`src/inc/ssms_pkg.sv`:
```
package ssms_pkg;

    // register indices on the plain port (word index, byte addr = 4*index)
    localparam logic [3:0] SSMS_ADDR_EVENT   = 4'h0;
    localparam logic [3:0] SSMS_ADDR_MASK    = 4'h1;
    localparam logic [3:0] SSMS_ADDR_STATE   = 4'h2;
    localparam logic [3:0] SSMS_ADDR_FORCE   = 4'h3;
    localparam logic [3:0] SSMS_ADDR_IRQMSK  = 4'h4;
    localparam int         SSMS_ADDR_W       = 4;

    // field positions shared by event, mask, state and force layouts
    localparam int SSMS_BIT_STSCHG   = 0;
    localparam int SSMS_BIT_DET1     = 1;
    localparam int SSMS_BIT_DET2     = 2;
    localparam int SSMS_BIT_POWER    = 3;
    localparam int SSMS_BIT_LEGACY   = 4;
    localparam int SSMS_BIT_BUSMST   = 5;
    localparam int SSMS_BIT_UNKNOWN  = 7;

    // reset values, and the detect mask code (11) that lets detect events interrupt
    localparam logic [3:0]  SSMS_EVENT_RST  = 4'h0;
    localparam logic [3:0]  SSMS_MASK_RST   = 4'h0;
    localparam logic [1:0]  SSMS_DETMSK_ON  = 2'h3;
    localparam logic [2:0]  SSMS_TYPE_RST   = 3'h0;
    localparam logic [31:0] SSMS_ZERO       = 32'h0000_0000;

    // sense phase: cycles the voltage-sense pins are held low before sampling
    localparam int SSMS_SENSE_CYC   = 4;

    // card type decoded by the sense machine
    typedef enum logic [1:0] {
        SSMS_CARD_LEGACY,
        SSMS_CARD_BUSMST,
        SSMS_CARD_UNKNOWN
    } ssms_card_type;

    // register port request
    typedef struct packed {
        logic [3:0]  addr;
        logic [31:0] wdata;
        logic        wr;
        logic        rd;
    } ssms_req_type;

    // card pins after the synchronisers
    typedef struct packed {
        logic stschg;
        logic det1_n;
        logic det2_n;
    } ssms_pins_type;

endpackage : ssms_pkg

```
`src/logic/ssms_socket.sv`:
```
`timescale 1ns/1ps
// How it works
// - status-change mask zero: flag only, no interrupt
// - status-change mask cleared on reset, card removal
// - detect mask 00 at reset: flags, no interrupt
// - detect mask 11 lets detect events interrupt
// - power mask zero: power flag, no interrupt
// - mask bits 4-31 reserved, read zero
// - present state read-only, force address writes bit 4 only while card_present is low
// - state bit 0 follows status-change pin live
// - state bits 1,2 mirror detect pins
// - detect sampled while sense pins driven low
// - state bit 3 shows power result
// - bit 4 legacy card, selects legacy mode
// - legacy card disables voltage checking
// - bit 5 bus master card, selects mode
// - bit 7 unknown card type
// - state bit 6 reserved, reads zero
// - interrupt from event flags gated by mask
// - events set flags, write one clears
module ssms_socket
    import ssms_pkg::*;
#(
    parameter int SENSE_CYC = SSMS_SENSE_CYC
) (
    input  wire logic               clk_sys,
    input  wire logic               reset,
    // register port
    input  wire logic [3:0]         reg_addr,
    input  wire logic [31:0]        reg_wdata,
    input  wire logic               reg_wr,
    input  wire logic               reg_rd,
    output logic      [31:0]        reg_rdata_q,
    // card pins
    input  wire logic               card_status_change,
    input  wire logic               card_detect_one_n,
    input  wire logic               card_detect_two_n,
    input  wire logic               voltage_sense_one_in,
    input  wire logic               voltage_sense_two_in,
    output logic                    voltage_sense_one_out_q,
    output logic                    voltage_sense_one_oe_q,
    output logic                    voltage_sense_two_out_q,
    output logic                    voltage_sense_two_oe_q,
    // power controller
    input  wire logic               power_req,
    input  wire logic               power_done,
    input  wire logic               power_ok,
    // socket configuration
    output logic                    legacy_mode_q,
    output logic                    bus_master_mode_q,
    output logic                    volt_check_en_q,
    // status-changed interrupt
    output logic                    status_irq_q
);

    ////////////////////////////////////////////////////////////////////////
    // pin synchronisers
    ////////////////////////////////////////////////////////////////////////

    logic [2:0]    sync1_q;            // first stage, read by stage two only
    logic [2:0]    sync2_q;            // second stage
    logic [1:0]    vs_sync1_q;         // sense pin first stage
    logic [1:0]    vs_sync2_q;         // sense pin second stage
    ssms_pins_type pins;               // synchronised pin levels

    // two flops per pin, only stage two reads the first stage
    always_ff @(posedge clk_sys or posedge reset) begin
        if (reset) begin
            // idle levels: status-change low, no card seated
            sync1_q    <= 3'h3;
            sync2_q    <= 3'h3;
            vs_sync1_q <= 2'h0;
            vs_sync2_q <= 2'h0;
        end else begin
            sync1_q    <= {card_status_change, card_detect_one_n,
                           card_detect_two_n};
            sync2_q    <= sync1_q;
            vs_sync1_q <= {voltage_sense_two_in, voltage_sense_one_in};
            vs_sync2_q <= vs_sync1_q;
        end
    end

    assign pins = ssms_pins_type'(sync2_q);

    ////////////////////////////////////////////////////////////////////////
    // register port decode
    ////////////////////////////////////////////////////////////////////////

    ssms_req_type req;                 // bundled request
    wire          wr_event;            // write-one-to-clear event flags
    wire          wr_mask;             // write mask
    wire          wr_force;            // force address write
    wire          wr_irqmsk;           // write extra interrupt mask

    assign req       = '{addr: reg_addr, wdata: reg_wdata,
                         wr: reg_wr, rd: reg_rd};
    assign wr_event  = req.wr && (req.addr == SSMS_ADDR_EVENT);
    assign wr_mask   = req.wr && (req.addr == SSMS_ADDR_MASK);
    assign wr_force  = req.wr && (req.addr == SSMS_ADDR_FORCE);
    assign wr_irqmsk = req.wr && (req.addr == SSMS_ADDR_IRQMSK);

    ////////////////////////////////////////////////////////////////////////
    // detect sensing with sense pins held low
    ////////////////////////////////////////////////////////////////////////

    typedef enum logic [1:0] {
        SSMS_SENSE_DRIVE,
        SSMS_SENSE_SAMPLE,
        SSMS_SENSE_RELEASE
    } ssms_sense_type;

    ssms_sense_type sense_q;           // sense machine state
    ssms_sense_type sense_d;
    logic [7:0]     sense_cnt_q;       // settle counter
    logic           det1_q;            // captured detect one
    logic           det2_q;            // captured detect two
    logic           det_valid_q;       // first capture done
    wire            settle_done;       // pins have settled low

    assign settle_done = (sense_cnt_q == 8'(SENSE_CYC - 1));

    // next state of the sense machine
    always_comb begin
        sense_d = sense_q;
        case (sense_q)
            SSMS_SENSE_DRIVE:   if (settle_done) sense_d = SSMS_SENSE_SAMPLE;
            SSMS_SENSE_SAMPLE:  sense_d = SSMS_SENSE_RELEASE;
            SSMS_SENSE_RELEASE: if (settle_done) sense_d = SSMS_SENSE_DRIVE;
            default:            sense_d = SSMS_SENSE_DRIVE;
        endcase
    end

    always_ff @(posedge clk_sys or posedge reset) begin
        if (reset) begin
            sense_q     <= SSMS_SENSE_DRIVE;
            sense_cnt_q <= 8'h00;
            det1_q      <= 1'b1;
            det2_q      <= 1'b1;
            det_valid_q <= 1'b0;
        end else begin
            sense_q     <= sense_d;
            sense_cnt_q <= (sense_d != sense_q) ? 8'h00 : sense_cnt_q + 8'h01;
            if (sense_q == SSMS_SENSE_SAMPLE) begin
                det1_q      <= pins.det1_n;
                det2_q      <= pins.det2_n;
                det_valid_q <= 1'b1;
            end
        end
    end

    // sense pins are driven low (oe low = driving) outside release phase
    always_ff @(posedge clk_sys or posedge reset) begin
        if (reset) begin
            voltage_sense_one_out_q <= 1'b0;
            voltage_sense_one_oe_q  <= 1'b0;
            voltage_sense_two_out_q <= 1'b0;
            voltage_sense_two_oe_q  <= 1'b0;
        end else begin
            voltage_sense_one_out_q <= 1'b0;
            voltage_sense_two_out_q <= 1'b0;
            voltage_sense_one_oe_q  <= (sense_d == SSMS_SENSE_RELEASE);
            voltage_sense_two_oe_q  <= (sense_d == SSMS_SENSE_RELEASE);
        end
    end

    ////////////////////////////////////////////////////////////////////////
    // card type, power state and edges
    ////////////////////////////////////////////////////////////////////////

    logic          stschg_prev_q;      // last status-change level
    logic          det1_prev_q;        // last captured detect one
    logic          det2_prev_q;        // last captured detect two
    logic          power_q;            // power result bit
    logic [2:0]    type_q;             // legacy, bus master, unknown
    wire           ev_stschg;          // status-change pin changed
    wire           ev_det1;            // detect one changed
    wire           ev_det2;            // detect two changed
    wire           card_present;       // both detects low
    wire           removal;            // card leaving
    wire           insertion;          // card arriving
    wire  [1:0]    vs_level;           // sense levels while released
    ssms_card_type card_kind;          // decoded card type
    wire           force_legacy_ok;    // force of bit 4 allowed
    wire           vs_take;            // sense sync shows release levels
    logic          type_pend_q;        // insertion seen, type not decoded

    assign ev_stschg = pins.stschg != stschg_prev_q;
    assign ev_det1   = det_valid_q && (det1_q != det1_prev_q);
    assign ev_det2   = det_valid_q && (det2_q != det2_prev_q);
    assign card_present = !det1_q && !det2_q;
    assign removal   = (ev_det1 || ev_det2) && det1_q && det2_q;
    assign insertion = (ev_det1 || ev_det2) && !(det1_q && det2_q);
    assign vs_level  = vs_sync2_q;
    // sync lag: early in drive the sense sync still holds release levels
    assign vs_take   = (sense_q == SSMS_SENSE_DRIVE) && (sense_cnt_q == 8'h01);

    // simple decode: sense both open = legacy, any grounded = bus master;
    // detect pins disagreeing means the type cannot be told
    assign card_kind = (det1_q != det2_q)   ? SSMS_CARD_UNKNOWN :
                       (vs_level == 2'h3)   ? SSMS_CARD_LEGACY :
                                              SSMS_CARD_BUSMST;
    assign force_legacy_ok = !card_present;

    // edge history
    always_ff @(posedge clk_sys or posedge reset) begin
        if (reset) begin
            stschg_prev_q <= 1'b0;
            det1_prev_q   <= 1'b1;
            det2_prev_q   <= 1'b1;
            type_pend_q   <= 1'b0;
        end else begin
            stschg_prev_q <= pins.stschg;
            det1_prev_q   <= det1_q;
            det2_prev_q   <= det2_q;
            type_pend_q   <= insertion || (type_pend_q && !removal && !vs_take);
        end
    end

    always_ff @(posedge clk_sys or posedge reset) begin
        if (reset) begin
            power_q <= 1'b0;
        end else if (power_done) begin
            power_q <= power_ok;
        end
    end

    // card type kept until another type is inserted; force may write
    // bit 4 only while the detects do not both show a card (card_present low)
    always_ff @(posedge clk_sys or posedge reset) begin
        if (reset) begin
            type_q <= SSMS_TYPE_RST;
        end else if (type_pend_q && vs_take) begin
            type_q <= {card_kind == SSMS_CARD_UNKNOWN,
                       card_kind == SSMS_CARD_BUSMST,
                       card_kind == SSMS_CARD_LEGACY};
        end else if (wr_force && force_legacy_ok) begin
            type_q[0] <= req.wdata[SSMS_BIT_LEGACY];
        end
    end

    always_ff @(posedge clk_sys or posedge reset) begin
        if (reset) begin
            legacy_mode_q     <= 1'b0;
            bus_master_mode_q <= 1'b0;
            volt_check_en_q   <= 1'b1;
        end else begin
            legacy_mode_q     <= type_q[0];
            bus_master_mode_q <= type_q[1];
            volt_check_en_q   <= !type_q[0];
        end
    end

    ////////////////////////////////////////////////////////////////////////
    // event flags, mask and interrupt
    ////////////////////////////////////////////////////////////////////////

    logic [3:0] event_q;               // sticky event flags
    logic [3:0] mask_q;                // status-change mask bits 3..0
    logic [3:0] irqmsk_q;              // extra enable, same layout
    wire  [3:0] ev_set;                // hardware and force sets
    wire  [3:0] ev_clr;                // software clears
    wire  [3:0] gate;                  // per-flag interrupt permit

    assign ev_set = {power_done,
                     ev_det2, ev_det1, ev_stschg}
                  | (wr_force ? req.wdata[3:0] : 4'h0);
    assign ev_clr = wr_event ? req.wdata[3:0] : 4'h0;

    // sticky flags, a set in the clearing cycle wins
    always_ff @(posedge clk_sys or posedge reset) begin
        if (reset) begin
            event_q <= SSMS_EVENT_RST;
        end else begin
            event_q <= (event_q & ~ev_clr) | ev_set;
        end
    end

    always_ff @(posedge clk_sys or posedge reset) begin
        if (reset) begin
            mask_q <= SSMS_MASK_RST;
        end else begin
            if (wr_mask) begin
                mask_q <= req.wdata[3:0];
            end
            if (removal) begin
                mask_q[SSMS_BIT_STSCHG] <= 1'b0;
            end
        end
    end

    // extra enable register, all on after reset
    always_ff @(posedge clk_sys or posedge reset) begin
        if (reset) begin
            irqmsk_q <= 4'hf;
        end else if (wr_irqmsk) begin
            irqmsk_q <= req.wdata[3:0];
        end
    end

    assign gate[SSMS_BIT_STSCHG] = mask_q[SSMS_BIT_STSCHG];
    assign gate[SSMS_BIT_POWER]  = mask_q[SSMS_BIT_POWER];
    assign gate[SSMS_BIT_DET1]   = mask_q[2:1] == SSMS_DETMSK_ON;
    assign gate[SSMS_BIT_DET2]   = mask_q[2:1] == SSMS_DETMSK_ON;

    always_ff @(posedge clk_sys or posedge reset) begin
        if (reset) begin
            status_irq_q <= 1'b0;
        end else begin
            status_irq_q <= |(event_q & gate & irqmsk_q);
        end
    end

    ////////////////////////////////////////////////////////////////////////
    // read data
    ////////////////////////////////////////////////////////////////////////

    wire [31:0] state_word;            // present state view
    wire [31:0] rd_mux;                // selected word

    assign state_word = {24'h00_0000, type_q[2], 1'b0, type_q[1], type_q[0],
                         power_q, det2_q, det1_q, pins.stschg};
    assign rd_mux = (req.addr == SSMS_ADDR_EVENT)  ? {28'h000_0000, event_q} :
                    (req.addr == SSMS_ADDR_MASK)   ? {28'h000_0000, mask_q} :
                    (req.addr == SSMS_ADDR_STATE)  ? state_word :
                    (req.addr == SSMS_ADDR_IRQMSK) ? {28'h000_0000, irqmsk_q} :
                                                     SSMS_ZERO;

    // data stands only in the cycle after the read strobe
    always_ff @(posedge clk_sys or posedge reset) begin
        if (reset) begin
            reg_rdata_q <= SSMS_ZERO;
        end else begin
            reg_rdata_q <= req.rd ? rd_mux : SSMS_ZERO;
        end
    end

    ////////////////////////////////////////////////////////////////////////
    // checks
    ////////////////////////////////////////////////////////////////////////

    stschg_gate_a: assert property (@(posedge clk_sys) disable iff (reset)
        (!mask_q[0] && event_q == 4'h1) |=> !status_irq_q)
        else $error("status-change flag raised irq while masked");

    mask_remove_a: assert property (@(posedge clk_sys) disable iff (reset)
        removal |=> !mask_q[0])
        else $error("status-change mask kept after removal");

    detect_gate_a: assert property (@(posedge clk_sys) disable iff (reset)
        (mask_q[2:1] != 2'h3 && event_q[2:1] != 2'h0 && event_q[0] == 1'b0
         && event_q[3] == 1'b0) |=> !status_irq_q)
        else $error("detect flag raised irq while masked");

    detect_open_a: assert property (@(posedge clk_sys) disable iff (reset)
        (mask_q[2:1] == 2'h3 && event_q[1] && irqmsk_q[1]) |=> status_irq_q)
        else $error("unmasked detect flag gave no irq");

    power_flag_a: assert property (@(posedge clk_sys) disable iff (reset)
        power_done |=> event_q[3] && power_q == $past(power_ok))
        else $error("power completion not recorded");

    state_ro_a: assert property (@(posedge clk_sys) disable iff (reset)
        (reg_wr && reg_addr == SSMS_ADDR_STATE) |=> $stable(type_q))
        else $error("state register changed by its own address");

    reserved_zero_a: assert property (@(posedge clk_sys) disable iff (reset)
        $past(reg_rd) |-> reg_rdata_q[31:8] == 24'h0 && !reg_rdata_q[6])
        else $error("reserved read bits not zero");

    legacy_check_a: assert property (@(posedge clk_sys) disable iff (reset)
        type_q[0] |=> !volt_check_en_q && legacy_mode_q)
        else $error("legacy card left voltage checking on");

    flag_sticky_a: assert property (@(posedge clk_sys) disable iff (reset)
        (event_q[0] && !(wr_event && reg_wdata[0])) |=> event_q[0])
        else $error("event flag dropped without a clear");

endmodule : ssms_socket

```
`config.mk`:
```
export PLATFORM = sky130hd
export DESIGN_NAME = ssms_socket
export DESIGN_NICKNAME = d
export VERILOG_FILES = /design/src/inc/ssms_pkg.sv /design/src/logic/ssms_socket.sv
export SDC_FILE = /design/constraint.sdc
export NUM_CORES = 1
export LEC_CHECK = 0
export BUFFER_PORTS_ARGS = -buffer_cell sky130_fd_sc_hd__buf_2
export CORE_MARGIN = 3
export CORE_UTILIZATION = 25
export DETAILED_ROUTE_END_ITERATION = 12
export HOLD_SLACK_MARGIN = 0.15
export PLACE_DENSITY = 0.59
export SLEW_MARGIN = 30
export SYNTH_ARGS = -nofsm -noshare
export SYNTH_HDL_FRONTEND = slang
export SYNTH_SLANG_ARGS = --single-unit
export TNS_END_PERCENT = 20
```
`constraint.sdc`:
```
create_clock -name clk_sys -period 1.65 [get_ports clk_sys]
set_clock_uncertainty 0.1 [all_clocks]
set_input_delay 0 -clock clk_sys [delete_from_list [all_inputs] [get_ports clk_sys]]
set_output_delay 0 -clock clk_sys [all_outputs]
set_load 0.01 [all_outputs]
```
==> metrics.yaml, run 1 <==
grt_max_degree: 34
syn_area_sq_um: 2440
synth-compound-area-share_pct: 8.96
post-place-ws_ps: -97.2
ios: 88
synth_xor_area_share_pct: 3.22
drc: 0
syn_avg_cell_area_sq_um: 11.6
die_h_microns: 105
r2r_end: "type_q[2]"
failed_checks: "negative setup slack"
grt_usage_pct: 8.84
clk_pin_slew_ps: 90
finalCritPeriodShare_pct: 107
grt_pass1_wl_mm: 7.88
synth_flop_cell: "dfrtp_1"
critPathLaunchType: "flip-flop"
ff2ff_path_depth: 4
total_leakage_power_nw: 1.45
clock_latency_ps: 300
io_buffer_count: 32
met1_usage_pct: 12.0
crit_start: "sense_cnt_q[7]"
fin_nets: 336
die_area_sq_um: 11000
gp_congestion: 0.772
synth_edf_count: 0
async_flop_share_pct: 100
rsz0062_at_grt: "yes"
use_met2_pct: 13.3
dp_hpwl_mm: 3.33
layout_commonest_cell: "dfrtp_1"
setup_violations: 12
clockBufferDepth: 2
post_route_cells_drive_above_1_share_pct: 32.3
reg2reg_from: "sense_cnt_q[7]"
synth_seq_cells: 55
critPathCapture: "type_q[2]"
firstDrtPassIters: 4
path_max_fanout: 3
timing.final.ws_setup_ps: -109
clockRootBuffer: "clkbuf_8"
fmaxAchievable_ghz: 0.568
diodes: 0
cts_max_level: 2
antenna_found_initial: 0
grt_overflow: 0
fin_total_pwr_mw: 2.56
rrSetupSlack_ps: -110
placementRows: 35
synth_cell_types: 43
synth_mux_area_share_pct: 4.86
ys_seq_area_share_pct: 57.0
outcome: "complete, but fails checks"
yosys_warnings: 0
hold_ws_ps: 148
initial_core_util_pct: 26.1
met3_usage_pct: 2.47
setup.worst_path.class: "flip-flop to flip-flop"
slew_violations: 0
final_util_pct: 33.1
drtIter0Drc: 56
min_path_type: "primary input to async pin"
cts.sinks: 55
cp.arrival_ps: 1860
most-common-layout-cells: "dfrtp_1 (42), buf_2 (32), conb_1 (27)"
maxCapViolations: 0
synth_top_family_by_area: "simple AND/OR/NAND/NOR gates"
powerDensity_nw_per_um2: 824
vdd_drop_max_mv: 0.311
wl_per_cell_microns: 11.3
drt_wl_total_mm: 4.68
fin_setup_tns_ps: -366
cts_tree: "done"
yosys.area_share.adder_pct: 2.05
hold_viol_final: 0
avgViaCountPerCell: 4.00
yosys.area_share.simple_pct: 13.0
numCtsBuffers: 5
cp.required_ps: 1750
core_sq_um: 9370
die_w_microns: 105
syn2layout_area_growth_pct: 26.9
worstSetupEndpointType: "flip-flop"
busiest_layer: "met2"
vias: 1658
synthCells: 210
finalCriticalPeriod_ps: 1760
grt_pass1_vias: 1684
ant_nets: 0
## registers in the layout (all words and copies together) (netlist names), 2 cells and up
name,flops
type_q,3
irqmsk_q,4
vs_sync1_q,2
sense_q,2
sense_cnt_q,8
pins,3
sync1_q,3
vs_level,2
mask_q,4
reg_rdata_q,7
event_q,4
## power by group
group	leakage, nW	switching, mW	internal (mW)
Combinational	0.755	0.172	0.160
Sequential	0.657	0.0536	1.47
Clock	0.0422	0.402	0.299
## cell usage after synthesis (4+ instances only)
master,n,area share (%)
o21ai_0,7,1.4
dfstp_2,13,14
and3_1,6,1.5
nand2_1,6,0.92
ha_1,4,2.0
o22ai_1,5,1.3
nor2b_1,6,1.5
nand3_1,9,1.8
inv_1,11,1.7
xor2_1,8,2.9
mux2_2,7,3.2
a21oi_1,4,0.82
nor2_1,14,2.1
dfrtp_1,42,43
a221o_1,4,1.6
a22oi_1,4,1.2
buf_4,28,8.6
## critical path, cell delays in order (launching register included)
cell	delay, ps
dfrtp_1	390
or4_4	570
nor2_4	100
and3_4	200
mux2_4	300
## logic make-up after synthesis
kind of cell               count (synthesis)
other                                      1
buffers and inverters                     42
xor gates and xnor gates                   9
adders and majority gates                  4
DFF                                       55
and+or+nand+nor                           57
muxes                                     10
AOI/OAI and AO/OA                         32
## metrics by stage
stage	cells	area [sq um]
2_1_floorplan	236	2550
3_3_place_gp	382	2780
3_5_place_dp	382	2780
4_1_cts	413	3080
5_1_grt	414	3100
6_report	414	3100
## what timing repair did
| action | CTS | global route |
|---|---|---|
| gates resized for setup | 0 | 3 |
| endpoints found under the hold margin | 72 | 0 |
| setup buffers | 4 | 1 |
| pin swaps | 2 | 1 |
| hold buffers | 19 | 0 |
| setup endpoints to repair | 11 | 16 |
## final cells by class
class | count | area (sq um)
Clock inverter | 1 | 5.00
Multi-Input combinational cell | 139 | 906
Fill cell | 967 | 6270
Timing Repair Buffer | 72 | 520
Inverter | 11 | 41.3
Clock buffer | 7 | 76.3
Sequential cell | 55 | 1390
Tap cell | 129 | 161
## per-layer routing
layer | vias to the layer above | wire length [microns]
met1 | 779 | 2220
met3 | 8 | 330
met5 | - | 0
li1 | 809 | -
met4 | 0 | 72
met2 | 62 | 2050
## how the worst min path moves through the flow
stage | startpoint | end | slack [ps] | depth (start not counted)
global placement | reset | voltage_sense_two_oe_q | -50 | 2
global route | reset | sense_cnt_q[1] | 190 | 3
detailed placement | reset | voltage_sense_two_oe_q | -40 | 2
floorplan | card_detect_two_n | sync1_q[0] | -100 | 0
finish | reset | sense_cnt_q[1] | 150 | 3
CTS | reset | sense_cnt_q[1] | 170 | 3
Power figures use the tool's default switching activity.
==> run 2: changes to the inputs <==
--- a/config.mk
+++ b/config.mk
@@ -5,7 +5,7 @@
 export SDC_FILE = /design/constraint.sdc
 export NUM_CORES = 1
 export LEC_CHECK = 0
-export BUFFER_PORTS_ARGS = -buffer_cell sky130_fd_sc_hd__buf_2
+export BUFFER_PORTS_ARGS = -buffer_cell sky130_fd_sc_hd__buf_4
 export CORE_MARGIN = 3
 export CORE_UTILIZATION = 25
 export DETAILED_ROUTE_END_ITERATION = 12
==> metrics.yaml, run 2 (synthesis results as in run 1) <==
busiest_layer: "met2"
clockBufferDepth: 2
initial_core_util_pct: 26.1
min_path_type: "primary input to async pin"
cp.arrival_ps: 1850
die_h_microns: 105
cp.required_ps: 1760
grt_usage_pct: 8.96
clk_pin_slew_ps: 100
met3_usage_pct: 2.29
use_met2_pct: 13.8
ff2ff_path_depth: 4
powerDensity_nw_per_um2: 824
placementRows: 35
outcome: "complete, but fails checks"
vdd_drop_max_mv: 0.404
firstDrtPassIters: 4
stdcell_count: 414
fillers: 954
finalCriticalPeriod_ps: 1750
cts_tree: "done"
cts_resized: 0
post_route_cells_drive_above_1_share_pct: 32.3
gp_congestion: 0.773
wl_per_cell_microns: 11.3
ant_nets: 0
most-common-layout-cells: "buf_4 (52), dfrtp_1 (42), conb_1 (27)"
multiInputGateArea_sq_um: 895
setup_violations: 11
layout_commonest_cell: "buf_4"
clockRootBuffer: "clkbuf_8"
diodes: 0
vias: 1658
reg2reg_from: "sense_q[1]"
ios: 88
met1_usage_pct: 12.3
grt_overflow: 0
reg_top3: "sense_cnt_q (8), reg_rdata_q (7)"
dp_cells: 383
post-place-ws_ps: -99.2
hold_viol_final: 0
fin_total_pwr_mw: 2.62
cts_max_level: 2
ff_latch_area_sq_um: 1390
drt_wl_total_mm: 4.67
grt_pass1_wl_mm: 8.01
core_sq_um: 9370
hold_ws_ps: 176
drc: 0
cts.sinks: 55
maxCapViolations: 0
clock_latency_ps: 310
worstSetupEndpointType: "flip-flop"
fin_nets: 336
numCtsBuffers: 5
rsz0062_at_grt: "yes"
top_register: "sense_cnt_q"
avgViaCountPerCell: 4.00
die_area_sq_um: 11000
failed_checks: "negative setup slack"
syn2layout_area_growth_pct: 30.0
timing.final.ws_setup_ps: -95.3
antenna_found_initial: 0
fmaxAchievable_ghz: 0.573
total_leakage_power_nw: 1.46
grt_pass1_vias: 1664
path_max_fanout: 3
drtIter0Drc: 38
grt_max_degree: 56
critPathLaunchType: "flip-flop"
largest_register_ffs: 8
slew_violations: 0
io_buffer_count: 32
die_w_microns: 105
finalCritPeriodShare_pct: 106
dp_hpwl_mm: 3.30
crit_start: "sense_q[1]"
setup.worst_path.class: "flip-flop to flip-flop"
==> run 2: cell count changes in the layout (fill, tap and decap cells not counted), sizes merged <==
cell	previous run	this run
clkbuf	7	5
clkinvlp	0	2
==> run 2: layer usage <==
layer  share of wire (%)  vias to the layer above
met4                0.94                        0
met2                  46                       64
met5                   0                        -
li1                    -                      809
met1                  47                      780
met3                 6.4                        5
==> run 2: power breakdown <==
group          internal, mW  leakage, nW  switching (mW)
registers              1.47        0.657          0.0554
logic                 0.184        0.764           0.169
clock network         0.296       0.0402           0.443
==> run 2: metrics by stage <==
stage	instance area (sq um)	utilization (%)	TNS (ps)
after detailed placement	2870	30.6	-232
after global routing	3180	33.9	-1360
after CTS	3170	33.8	-302
final	3180	33.9	-296
after floorplan	2550	-	-190
after global placement	2870	30.6	-423
==> run 2: layout make-up <==
class                      count  share of cell area, %
clock buffer                   5                   2.16
clock inverter                 3                  0.630
inverter                      11                   1.30
multi-input combinational    139                   28.1
sequential                    55                   43.8
tap                          129                   5.08
timing repair buffer          72                   18.9
==> run 2: worst max-delay path, stage by stage, from the launching register on <==
cell and delay (ps):
dfrtp_1 390, or4_4 540, nor2_4 120, and3_4 200, mux2_4 290
==> run 2: what timing repair did <==
action                                 CTS  global route
hold buffers                            19             0
pin swaps                                2             1
setup endpoints to repair               10            13
endpoints found under the hold margin   81             0
buffers inserted                         3             1
==> run 2: final timing paths <==
check                           endpoint  slack, ps
min                          type_pend_q        180
max reg2reg                    type_q[1]       -100
min reg2reg                  vs_level[1]        260
max in group asynchronous    irqmsk_q[2]        970
min in group clk_sys       vs_sync1_q[1]        230
max                            type_q[1]       -100
